===== src/rtl/cbec_pkg.sv =====
// Purpose: Shared constants and types for the cache and bus error checker.
// Assumes: 32-bit APB register port, one 25 MHz clock.
// Notes: ECC codes are generic SECDED codes built by cbec_secded.
package cbec_pkg;
   // Datapath widths.
   localparam int L2D_W = 64;
   localparam int L2D_CHK_W = 10;
   localparam int L2D_PAR_BIT = 9;
   localparam int L2D_ECC_W = 9;
   localparam int TAG_W = 26;
   localparam int TAG_CHK_W = 7;
   localparam int CMD_W = 12;
   localparam int AD_W = 64;
   localparam int AD_CHK_W = 8;
   localparam int STATE_W = 3;
   localparam int RESP_W = 5;
   localparam int IDX_W = 16;
   localparam int IBUF_N = 4;
   localparam int IBUF_IDX_W = 2;
   localparam int PERF_W = 32;
   // Command bus field positions.
   localparam int CMD_CHK_EN_BIT = 0;
   localparam int CMD_ENTRY_LSB = 1;
   localparam int CMD_QUAL_BIT = 5;
   localparam int CMD_DATA_BIT = 11;
   // Register map, byte addresses.
   localparam int APB_AW = 12;
   localparam logic [APB_AW-1:0] REG_CTRL = 12'h000;
   localparam logic [APB_AW-1:0] REG_FAULT = 12'h004;
   localparam logic [APB_AW-1:0] REG_PERF0 = 12'h008;
   // Control and fault register fields.
   localparam int CTRL_CORR_EN_BIT = 0;
   localparam logic [31:0] CTRL_RST = 32'h0000_0000;
   localparam int FLT_D_BIT = 0;
   localparam int FLT_TA_BIT = 1;
   localparam int FLT_SC_BIT = 2;
   localparam int FLT_SA_BIT = 3;
   localparam int FLT_EE_BIT = 4;
   localparam int FLT_RP_BIT = 5;
   localparam int FLT_FLAGS_W = 6;
   localparam int FLT_IDX_LSB = 16;
   localparam logic [FLT_FLAGS_W-1:0] FLT_FLAGS_RST = 6'h00;
   localparam logic [IDX_W-1:0] FLT_IDX_RST = 16'h0000;
   localparam logic [PERF_W-1:0] PERF_RST = 32'h0000_0000;

   typedef struct packed {
      logic valid_n;
      logic [CMD_W-1:0] cmd;
      logic cmd_par;
      logic [AD_W-1:0] ad;
      logic [AD_CHK_W-1:0] ad_chk;
   } cbec_sysbus_t;

   typedef enum logic [1:0] {
      DS_IDLE = 2'b01,
      DS_REREAD = 2'b10
   } cbec_dstate_t;
endpackage : cbec_pkg


===== src/rtl/cbec_secded.sv =====
// Purpose: Generic single-error-correct, double-error-detect generator and checker.
// Assumes: Check bits are R-1 Hamming bits plus one overall parity bit on top.
// Notes: Data bit j sits at the j-th code position that is not a power of two.
module cbec_secded #(
   parameter int K = 64,
   parameter int R = 9
) (
   input wire logic [K-1:0] data,
   input wire logic [R-1:0] chk,
   output logic [R-1:0] gen,
   output logic [K-1:0] fixed,
   output logic ce,
   output logic ue
);
   function automatic int dpos(int j);
      int n;
      int p;
      n = 0;
      for (p = 3; p < 4096; p++) begin
         if ((p & (p - 1)) != 0) begin
            if (n == j) return p;
            n++;
         end
      end
      return 0;
   endfunction : dpos

   logic [R-2:0][K-1:0] contrib;
   logic [R-2:0] ham;
   logic [R-2:0] syn;
   logic overall;

   for (genvar i = 0; i < R - 1; i++) begin : g_row
      for (genvar j = 0; j < K; j++) begin : g_col
         localparam int P = dpos(j);
         assign contrib[i][j] = P[i] ? data[j] : 1'b0;
      end
      assign ham[i] = ^contrib[i];
   end

   assign syn = ham ^ chk[R-2:0];
   assign overall = (^data) ^ (^chk);
   assign gen = {(^data) ^ (^ham), ham};
   // A single error flips overall parity; a double error leaves it even.
   assign ce = overall;
   assign ue = ~overall & (|syn);

   for (genvar j = 0; j < K; j++) begin : g_fix
      localparam int PJ = dpos(j);
      assign fixed[j] = data[j] ^ (overall && (syn == PJ[R-2:0]));
   end
endmodule : cbec_secded


===== src/rtl/cbec_top.sv =====
// Purpose: Cache data/tag and system bus error detection, correction and reporting.
// Assumes: All inputs synchronous to clk; APB slave with one wait state.
// Notes: Error pulses and exceptions are registered, one cycle after the cause.
// Functional notes
// - Without correction enable, data reads check even parity on check bit 9.
// - A parity failure re-reads the block through the corrector using bits 8:0.
// - Correctable re-read data is fixed and the correctable pulse fires once.
// - Uncorrectable re-read raises cache exception, data flag and line index.
// - Correctable data array errors bump performance counter 0.
// - Each 26-bit tag carries a 7-bit ECC code.
// - Tag reads are checked, fixed in-line, correctable pulse fires.
// - Uncorrectable tag raises exception, tag flag, index, uncorrectable pulse.
// - Tag writes drive the generated 7-bit code on the tag check bus.
// - As master with valid asserted, drive odd command parity.
// - Agent supplies odd parity; on error ignore command and data one cycle.
// - Command parity error raises exception, flag and uncorrectable pulse.
// - As master with valid asserted, drive the 8-bit bus ECC.
// - As slave, check bus ECC only with valid and command bit 0 high.
// - Correctable address or own-read data errors fixed in-line, pulse fires.
// - Uncorrectable address cycle: ignore one cycle, exception, flag, pulse.
// - Bad own-read data or quality bit 5 flags the incoming buffer entry.
// - Forwarding flagged block raises cache exception; word data raises bus error.
// - State bus is sent with odd parity on its own line.
module cbec_top
   import cbec_pkg::*;
(
   input wire logic clk,
   input wire logic rstn,
   input wire logic psel,
   input wire logic penable,
   input wire logic pwrite,
   input wire logic [APB_AW-1:0] paddr,
   input wire logic [31:0] pwdata,
   output logic [31:0] prdata,
   output logic pready,
   output logic pslverr,
   input wire logic l2_rd_valid,
   input wire logic [IDX_W-1:0] l2_rd_index,
   input wire logic [L2D_W-1:0] l2_rd_data,
   input wire logic [L2D_CHK_W-1:0] l2_data_check_bits,
   output logic l2_reread_req,
   output logic l2_out_valid,
   output logic [L2D_W-1:0] l2_out_data,
   input wire logic tag_rd_valid,
   input wire logic [IDX_W-1:0] tag_rd_index,
   input wire logic [TAG_W-1:0] tag_rd_data,
   input wire logic tag_wr_valid,
   input wire logic [TAG_W-1:0] tag_wr_data,
   input wire logic [TAG_CHK_W-1:0] l2_tag_check_bits_i,
   output logic [TAG_CHK_W-1:0] l2_tag_check_bits_o,
   output logic l2_tag_check_bits_oe_n,
   output logic [TAG_W-1:0] tag_wr_out,
   output logic tag_out_valid,
   output logic [TAG_W-1:0] tag_out,
   input wire logic bus_master,
   input wire logic mst_valid,
   input wire logic [CMD_W-1:0] mst_cmd,
   input wire logic [AD_W-1:0] mst_ad,
   input wire logic rd_pending,
   input wire cbec_sysbus_t bus_i,
   output cbec_sysbus_t bus_o,
   output logic bus_oe_n,
   output logic slv_valid,
   output logic [CMD_W-1:0] slv_cmd,
   output logic [AD_W-1:0] slv_ad,
   input wire logic fwd_valid,
   input wire logic fwd_block,
   input wire logic [IBUF_IDX_W-1:0] fwd_entry,
   input wire logic [IDX_W-1:0] fwd_index,
   input wire logic [STATE_W-1:0] state_in,
   output logic [STATE_W-1:0] state_bus,
   output logic state_parity,
   input wire logic response_valid,
   input wire logic [RESP_W-1:0] response_bus,
   input wire logic response_parity,
   output logic correctable_error_pulse_n,
   output logic uncorrectable_error_pulse_n,
   output logic cache_err_exc,
   output logic bus_err_exc
);
   // Register bus decode.
   wire apb_acc = psel & penable & ~pready;
   wire apb_done = psel & penable & pready;
   wire apb_wr = apb_done & pwrite;
   wire hit_ctrl = (paddr == REG_CTRL);
   wire hit_fault = (paddr == REG_FAULT);
   wire hit_perf = (paddr == REG_PERF0);
   wire hit_any = hit_ctrl | hit_fault | hit_perf;

   logic [31:0] ctrl_r;
   logic [FLT_FLAGS_W-1:0] flt_flags_r, flt_flags_nxt, flt_set, flt_clr;
   logic [IDX_W-1:0] flt_idx_r, flt_idx_nxt;
   logic [PERF_W-1:0] perf0_r, perf0_nxt;
   logic [31:0] prdata_r;
   logic pready_r, pslverr_r;
   wire corr_en = ctrl_r[CTRL_CORR_EN_BIT];

   // Data array path.
   cbec_dstate_t dstate_r, dstate_nxt;
   logic [L2D_W-1:0] d_fix;
   logic d_ce, d_ue;
   cbec_secded #(.K(L2D_W), .R(L2D_ECC_W)) u_data_ecc (
      .data(l2_rd_data),
      .chk(l2_data_check_bits[L2D_ECC_W-1:0]),
      .gen(),
      .fixed(d_fix),
      .ce(d_ce),
      .ue(d_ue)
   );
   wire use_ecc = corr_en | (dstate_r == DS_REREAD);
   wire d_par_err = ^{l2_rd_data, l2_data_check_bits[L2D_PAR_BIT]};
   wire d_par_fail = l2_rd_valid & ~use_ecc & d_par_err;
   wire d_raw_ok = l2_rd_valid & ~use_ecc & ~d_par_err;
   wire d_take = l2_rd_valid & use_ecc;
   wire data_ce = d_take & d_ce;
   wire data_ue = d_take & d_ue;

   always_comb begin
      dstate_nxt = dstate_r;
      unique case (dstate_r)
         DS_IDLE: begin
            if (d_par_fail) dstate_nxt = DS_REREAD;
         end
         DS_REREAD: begin
            if (l2_rd_valid) dstate_nxt = DS_IDLE;
         end
         default: dstate_nxt = DS_IDLE;
      endcase
   end

   // Tag path; a write takes the shared coder, and a read in the same cycle is dropped.
   logic [TAG_W-1:0] t_fix;
   logic [TAG_CHK_W-1:0] t_gen;
   logic t_ce, t_ue;
   wire [TAG_W-1:0] t_sel = tag_wr_valid ? tag_wr_data : tag_rd_data;
   cbec_secded #(.K(TAG_W), .R(TAG_CHK_W)) u_tag_ecc (
      .data(t_sel),
      .chk(l2_tag_check_bits_i),
      .gen(t_gen),
      .fixed(t_fix),
      .ce(t_ce),
      .ue(t_ue)
   );
   wire t_rd = tag_rd_valid & ~tag_wr_valid;
   wire tag_ce = t_rd & t_ce;
   wire tag_ue = t_rd & t_ue;

   // System bus path; the coder serves the master when it owns the bus.
   logic [AD_W-1:0] ad_fix;
   logic [AD_CHK_W-1:0] ad_gen;
   logic ad_ce, ad_ue;
   wire [AD_W-1:0] ad_sel = bus_master ? mst_ad : bus_i.ad;
   cbec_secded #(.K(AD_W), .R(AD_CHK_W)) u_ad_ecc (
      .data(ad_sel),
      .chk(bus_i.ad_chk),
      .gen(ad_gen),
      .fixed(ad_fix),
      .ce(ad_ce),
      .ue(ad_ue)
   );
   wire sv = ~bus_master & ~bus_i.valid_n;
   wire cpar_err = sv & ~(^{bus_i.cmd, bus_i.cmd_par});
   wire chk_en = sv & bus_i.cmd[CMD_CHK_EN_BIT] & ~cpar_err;
   wire addr_cyc = ~bus_i.cmd[CMD_DATA_BIT];
   wire data_cyc = bus_i.cmd[CMD_DATA_BIT] & rd_pending;
   wire ad_ce_ev = chk_en & ad_ce & (addr_cyc | data_cyc);
   wire ad_ue_addr = chk_en & ad_ue & addr_cyc;
   wire ignore = cpar_err | ad_ue_addr;
   wire ib_bad = (chk_en & ad_ue) | bus_i.cmd[CMD_QUAL_BIT];
   wire ib_set_ev = sv & ~cpar_err & data_cyc & ib_bad;
   wire [IBUF_IDX_W-1:0] ib_entry = bus_i.cmd[CMD_ENTRY_LSB +: IBUF_IDX_W];

   // Incoming buffer error flags; a new error wins over a forward clear.
   logic [IBUF_N-1:0] ibuf_r;
   for (genvar e = 0; e < IBUF_N; e++) begin : g_ibuf
      wire set_e = ib_set_ev & (ib_entry == IBUF_IDX_W'(e));
      wire clr_e = fwd_valid & (fwd_entry == IBUF_IDX_W'(e));
      always_ff @(posedge clk or negedge rstn) begin
         if (!rstn) ibuf_r[e] <= 1'b0;
         else ibuf_r[e] <= set_e | (ibuf_r[e] & ~clr_e);
      end
   end
   wire fwd_bad = fwd_valid & ibuf_r[fwd_entry];
   wire blk_err = fwd_bad & fwd_block;
   wire word_err = fwd_bad & ~fwd_block;

   wire resp_err = response_valid & ~(^{response_bus, response_parity});

   // Event summary.
   wire any_ce = data_ce | tag_ce | ad_ce_ev;
   wire any_ue = tag_ue | cpar_err | ad_ue_addr;
   wire any_exc = data_ue | tag_ue | cpar_err | ad_ue_addr | blk_err;

   // Fault register: hardware sets win over a software clear in the same cycle.
   always_comb begin
      flt_set = '0;
      flt_set[FLT_D_BIT] = data_ue | blk_err;
      flt_set[FLT_TA_BIT] = tag_ue;
      flt_set[FLT_SC_BIT] = cpar_err;
      flt_set[FLT_SA_BIT] = ad_ue_addr;
      flt_set[FLT_EE_BIT] = blk_err;
      flt_set[FLT_RP_BIT] = resp_err;
      flt_clr = (apb_wr & hit_fault) ? pwdata[FLT_FLAGS_W-1:0] : '0;
      flt_flags_nxt = (flt_flags_r & ~flt_clr) | flt_set;
      flt_idx_nxt = flt_idx_r;
      if (blk_err) flt_idx_nxt = fwd_index;
      if (tag_ue) flt_idx_nxt = tag_rd_index;
      if (data_ue) flt_idx_nxt = l2_rd_index;
      perf0_nxt = (apb_wr & hit_perf) ? pwdata : perf0_r;
      if (data_ce) perf0_nxt = perf0_nxt + 1'b1;
   end

   wire [31:0] rd_mux = hit_ctrl ? ctrl_r :
                        hit_fault ? {flt_idx_r, 10'h000, flt_flags_r} :
                        hit_perf ? perf0_r : 32'h0000_0000;

   always_ff @(posedge clk or negedge rstn) begin
      if (!rstn) begin
         ctrl_r <= CTRL_RST;
         flt_flags_r <= FLT_FLAGS_RST;
         flt_idx_r <= FLT_IDX_RST;
         perf0_r <= PERF_RST;
         pready_r <= 1'b0;
         pslverr_r <= 1'b0;
         prdata_r <= 32'h0000_0000;
      end else begin
         if (apb_wr & hit_ctrl) ctrl_r <= pwdata;
         flt_flags_r <= flt_flags_nxt;
         flt_idx_r <= flt_idx_nxt;
         perf0_r <= perf0_nxt;
         pready_r <= apb_acc;
         pslverr_r <= apb_acc & ~hit_any;
         prdata_r <= apb_acc ? rd_mux : 32'h0000_0000;
      end
   end

   // Datapath and pin registers.
   logic reread_r, l2_ov_r, tag_ov_r, tag_oe_n_r, bus_oe_n_r, slv_valid_r;
   logic [L2D_W-1:0] l2_od_r;
   logic [TAG_W-1:0] tag_out_r, tag_wr_out_r;
   logic [TAG_CHK_W-1:0] tag_chk_o_r;
   cbec_sysbus_t bus_o_r;
   logic [CMD_W-1:0] slv_cmd_r;
   logic [AD_W-1:0] slv_ad_r;
   logic [STATE_W-1:0] state_r;
   logic state_par_r, corr_n_r, unc_n_r, cexc_r, bexc_r;

   always_ff @(posedge clk or negedge rstn) begin
      if (!rstn) begin
         dstate_r <= DS_IDLE;
         reread_r <= 1'b0;
         l2_ov_r <= 1'b0;
         l2_od_r <= '0;
         tag_ov_r <= 1'b0;
         tag_out_r <= '0;
         tag_wr_out_r <= '0;
         tag_chk_o_r <= '0;
         tag_oe_n_r <= 1'b1;
         bus_o_r <= '{valid_n: 1'b1, cmd_par: 1'b1, default: '0};
         bus_oe_n_r <= 1'b1;
         slv_valid_r <= 1'b0;
         slv_cmd_r <= '0;
         slv_ad_r <= '0;
         state_r <= '0;
         state_par_r <= 1'b1;
         corr_n_r <= 1'b1;
         unc_n_r <= 1'b1;
         cexc_r <= 1'b0;
         bexc_r <= 1'b0;
      end else begin
         dstate_r <= dstate_nxt;
         reread_r <= d_par_fail;
         l2_ov_r <= d_raw_ok | (d_take & ~d_ue);
         l2_od_r <= use_ecc ? d_fix : l2_rd_data;
         tag_ov_r <= t_rd & ~t_ue;
         tag_out_r <= t_fix;
         tag_wr_out_r <= tag_wr_data;
         tag_chk_o_r <= t_gen;
         tag_oe_n_r <= ~tag_wr_valid;
         bus_o_r.valid_n <= ~(bus_master & mst_valid);
         bus_o_r.cmd <= mst_cmd;
         bus_o_r.cmd_par <= ~(^mst_cmd);
         bus_o_r.ad <= mst_ad;
         bus_o_r.ad_chk <= ad_gen;
         bus_oe_n_r <= ~bus_master;
         slv_valid_r <= sv & ~ignore;
         slv_cmd_r <= bus_i.cmd;
         slv_ad_r <= chk_en ? ad_fix : bus_i.ad;
         state_r <= state_in;
         state_par_r <= ~(^state_in);
         corr_n_r <= ~any_ce;
         unc_n_r <= ~any_ue;
         cexc_r <= any_exc;
         bexc_r <= word_err;
      end
   end

   assign prdata = prdata_r;
   assign pready = pready_r;
   assign pslverr = pslverr_r;
   assign l2_reread_req = reread_r;
   assign l2_out_valid = l2_ov_r;
   assign l2_out_data = l2_od_r;
   assign l2_tag_check_bits_o = tag_chk_o_r;
   assign l2_tag_check_bits_oe_n = tag_oe_n_r;
   assign tag_wr_out = tag_wr_out_r;
   assign tag_out_valid = tag_ov_r;
   assign tag_out = tag_out_r;
   assign bus_o = bus_o_r;
   assign bus_oe_n = bus_oe_n_r;
   assign slv_valid = slv_valid_r;
   assign slv_cmd = slv_cmd_r;
   assign slv_ad = slv_ad_r;
   assign state_bus = state_r;
   assign state_parity = state_par_r;
   assign correctable_error_pulse_n = corr_n_r;
   assign uncorrectable_error_pulse_n = unc_n_r;
   assign cache_err_exc = cexc_r;
   assign bus_err_exc = bexc_r;
endmodule : cbec_top


===== config.mk =====
export PLATFORM = sky130hd
export DESIGN_NAME = cbec_top
export DESIGN_NICKNAME = d
export VERILOG_FILES = /design/src/rtl/cbec_pkg.sv /design/src/rtl/cbec_secded.sv /design/src/rtl/cbec_top.sv
export SDC_FILE = /design/constraint.sdc
export NUM_CORES = 1
export LEC_CHECK = 0
export BUFFER_PORTS_ARGS = -buffer_cell sky130_fd_sc_hd__buf_2
export CORE_AREA = 2 2 294 296
export DETAILED_ROUTE_END_ITERATION = 10
export DIE_AREA = 0 0 296 298
export HOLD_SLACK_MARGIN = 0.02
export PLACE_DENSITY = 0.52
export SLEW_MARGIN = 20
export SYNTH_ARGS = -nofsm -noshare
export SYNTH_HDL_FRONTEND = slang
export SYNTH_SLANG_ARGS = --single-unit
export TNS_END_PERCENT = 10

===== constraint.sdc =====
create_clock -name clk -period 5.2 [get_ports clk]
set_clock_uncertainty 0.1 [all_clocks]
set_input_delay 0.26 -clock clk [delete_from_list [all_inputs] [get_ports clk]]
set_output_delay 0.26 -clock clk [all_outputs]
set_load 0.01 [all_outputs]

==> reports/metrics.cfg <==
[run_status]
outcome=finished, final reports clean

[sta]
timing.final.crit_share_pct=95.69
max_freq_mhz=201.0
slew_violations=0
period_minus_slack_ns=4.976
rsz0062_at_grt=false
tightest_slew_ns=1.064
setup_violations=0
hold_viol=0
setup_tns_ns=0
relSlewSlack_pct=28.82

[pwr]
power.static_leakage_nw=15.53
switching_share_pct=43.42
p_total_mw=15.73
power.density_mw_per_mm2=464.4
p_seq_share_pct=24.2
switching_power_mw=6.832
intPower_mw=8.902
clkPwrFrac_pct=24.8
pwr-share-comb_pct=51.0
worst_ir_drop_vdd_v=0.0005653

[cells_and_area]
area_growth_pct=45.38
final-instance-count-excl-fill=4350
postLayoutCellArea_sq_mm=0.03388
final_core_util_pct=39.92
drive_above_1_share_pct=30.32
num-nets-final=3569

[worst_hold_path]
min_from=tag_rd_data[10]
worstHoldPathCells=3
worstHoldPathType=primary input to register
min_to=tag_out[10]

[logic_synthesis]
ys_async_sr_fraction_pct=100.0
synth_edf_count=0
synth_top_area_share_pct=44.67
ys_seq_elements=424
ys_warn_count=0
synth.area.top_cells=dfrtp_1, xnor2_1, xor2_1, mux2i_1, xnor3_1
synth_flop_cell=dfrtp_1
ys_types=79
yosysSeqAreaShare_pct=45.57
yosysTopAreaCell=dfrtp_1
postSynthAreaPerCell_sq_um=11.44
synthesis.area_sq_mm=0.02330
syn_nets=2454
synthCells=2037

[clocking]
clkLatencyLatePin_ns=0.62
clock_path_buffers=3
cts.reportedPaths.clkPinSlew_ns=0.06
cts_tree=yes
cts_setup_buffers=0
numCtsBuffers=53
cts_sinks=424
h-tree-depth=2
clockRootBuffer=clkbuf_16

[floorplanning]
dieArea_sq_mm=0.08821
die_w_microns=296
initial_core_util_pct=27.46
core_area_sq_mm=0.08488
num_io_pins=745
die_h_microns=298
rows=107

[placed_design]
place_inst=3889
numPortBuffers=743
place_congestion=0.8721
dpl_cell_area_sq_mm=0.02849
place_hpwl_microns=76380

[detailed_routing]
drc=0
routed_wl_microns=98200
first_pass_iters=5
avgViaCountPerCell=4.554
ant_nets=0
via_count=19810
wire_per_inst_microns=22.57
drt_iter0_markers=1067

[critical_path]
max_stage_delay_ns=0.72
cp_cell_sequence=dlygate4sd3_1, buf_2, xnor3_1, xnor2_1, xnor3_1, xnor2_1, xnor3_1, a41oi_1, nand3_1, nor2_1, o21ai_1, dlygate4sd3_1
cp_common_cell=xnor3_1
rr_worst_depth=9
rr_startpoint=pready
path_max_fanout=16
critPathTopFamily=XOR/XNOR gates
r2r_setup_slack_ns=1.20
cp.required_ns=5.60
cp-start-kind=primary input
rr_endpoint=perf0_r[31]
cp_data_arrival_time_ns=5.37
crit_type=primary input to register
crit_path_end_kind=register
cp_slowest_cell=nand3_1
cp_num_buf_inv=3

[global_route]
antenna_found_initial=19
grt_start_max_net_pins=152
grt_pass1_wl_microns=140600
grt_pass1_vias=21010
grt_overflow=0
grt_usage_pct=21.70

[job]
cap_viol_max_count=0

## timing repair
| item | CTS | global route |
|---|---|---|
| hold buffers | 352 | 0 |
| setup endpoints to repair | 0 | 0 |
| resized for setup | 0 | 0 |
| hold endpoints to repair | 786 | 0 |
## cells by family (layout without fill, tap and decap cells)
family          after synthesis  after routing  synth area share, %
compound gates              158            158                4.290
xor+xnor                    642            642                28.79
fa+ha+maj                     5              5               0.2684
buf+inv                     109           1268                2.174
flops                       424            424                45.57
mux                         164            164                7.296
other cells                   1             11              0.01609
simple gates                534            534                11.59
## stage by stage
stage               hold slack [ns]  setup WS [ns]
floorplan                   -0.1356          1.798
global placement            0.02546         0.6047
detailed placement          0.02004         0.6458
CTS                         0.03318         0.2827
global route                0.06441        0.02988
finish                      0.09106         0.2240
## power by group through the flow
stage	logic [mW]	clock network [mW]	registers (mW)
3_3_place_gp	7.62	0	3.87
5_1_grt	8.53	4.14	3.84
3_5_place_dp	7.60	0	3.87
6_report	8.02	3.90	3.82
2_1_floorplan	4.99	0	3.93
4_1_cts	8.00	4.01	3.82
## synth_stat cells (all sizes together) (9+ instances only)
library cell and count:
clkbuf 40, o21ai 31, dfrtp 416, xnor2 380
mux2i 126, a21oi 64, xor2 193, nor2 146
mux2 37, nand4b 9, buf 41, nor2b 11
inv 28, nand2b 16, and3 13, nand2 125
nand4 42, xnor3 61, nor4 18, nor3 36
nand3 78, a311oi 21
## registers in the layout, indices dropped and copies added, names as in the netlist, 2 cells and up
signal / flops
state_bus: 3
dstate_r: 2
l2_tag_check_bits_o: 6
flt_idx_r: 16
slv_cmd: 12
ibuf_r: 4
ctrl_r: 32
perf0_r: 32
l2_out_data: 64
flt_flags_r: 6
bus_o: 86
tag_out: 26
prdata: 32
slv_ad: 64
tag_wr_out: 26
## worst register-to-register path, cell delays in order, from the launching register on
cell and delay, ns:
dfrtp_1 0.39, nand4_1 0.24, or3_1 0.52, or4_1 0.54, a222oi_1 0.59, and4_1 0.35
nor4b_1 0.39, nand3b_1 0.28, nor4_1 0.36, xnor2_1 0.16
## layout make-up
| type | instances | area, sq um |
|---|---|---|
| diodes | 10 | 25.02 |
| multi-input cells | 1504 | 12230 |
| repair buffers | 1141 | 7635 |
| flip-flops and latches | 424 | 10620 |
| inverters | 28 | 105.1 |
| clock inverters | 28 | 372.9 |
| clock buffers | 71 | 1464 |
| well taps | 1144 | 1431 |
| fillers | 8342 | 51000 |
## how the worst max path moves through the flow
| stage | from | endpoint | slack (ns) | cells after the start |
|---|---|---|---|---|
| 2_1_floorplan | tag_wr_valid | tag_out[3] | 1.80 | 12 |
| 3_3_place_gp | bus_master | slv_ad[1] | 0.60 | 10 |
| 3_5_place_dp | bus_master | slv_ad[45] | 0.65 | 11 |
| 4_1_cts | l2_rd_data[44] | flt_idx_r[10] | 0.28 | 12 |
| 5_1_grt | tag_wr_valid | flt_idx_r[1] | 0.03 | 14 |
| 6_report | l2_rd_data[43] | flt_idx_r[14] | 0.22 | 12 |
## layout by cell type (no fill, tap or decap), drive strengths merged, types with 61 or more instances in the layout
| cell | Yosys | layout |
|---|---|---|
| nand3 | 78 | 78 |
| xnor3 | 61 | 61 |
| nor2 | 146 | 146 |
| clkbuf | 40 | 71 |
| buf | 41 | 789 |
| dfrtp | 416 | 416 |
| xor2 | 193 | 193 |
| mux2i | 126 | 126 |
| nand2 | 125 | 125 |
| dlygate4sd3 | 0 | 352 |
| a21oi | 64 | 64 |
| xnor2 | 380 | 380 |
## per-layer routing
metal	GRT usage (%)	share of wire (%)	vias up
met1	25.61	39	9599
met4	10.47	5.2	14
met3	5.117	7.3	225
li1	-	-	9172
met5	0	0.097	-
met2	36.89	48	799
Note: power is estimated with default switching activity, not from simulation.
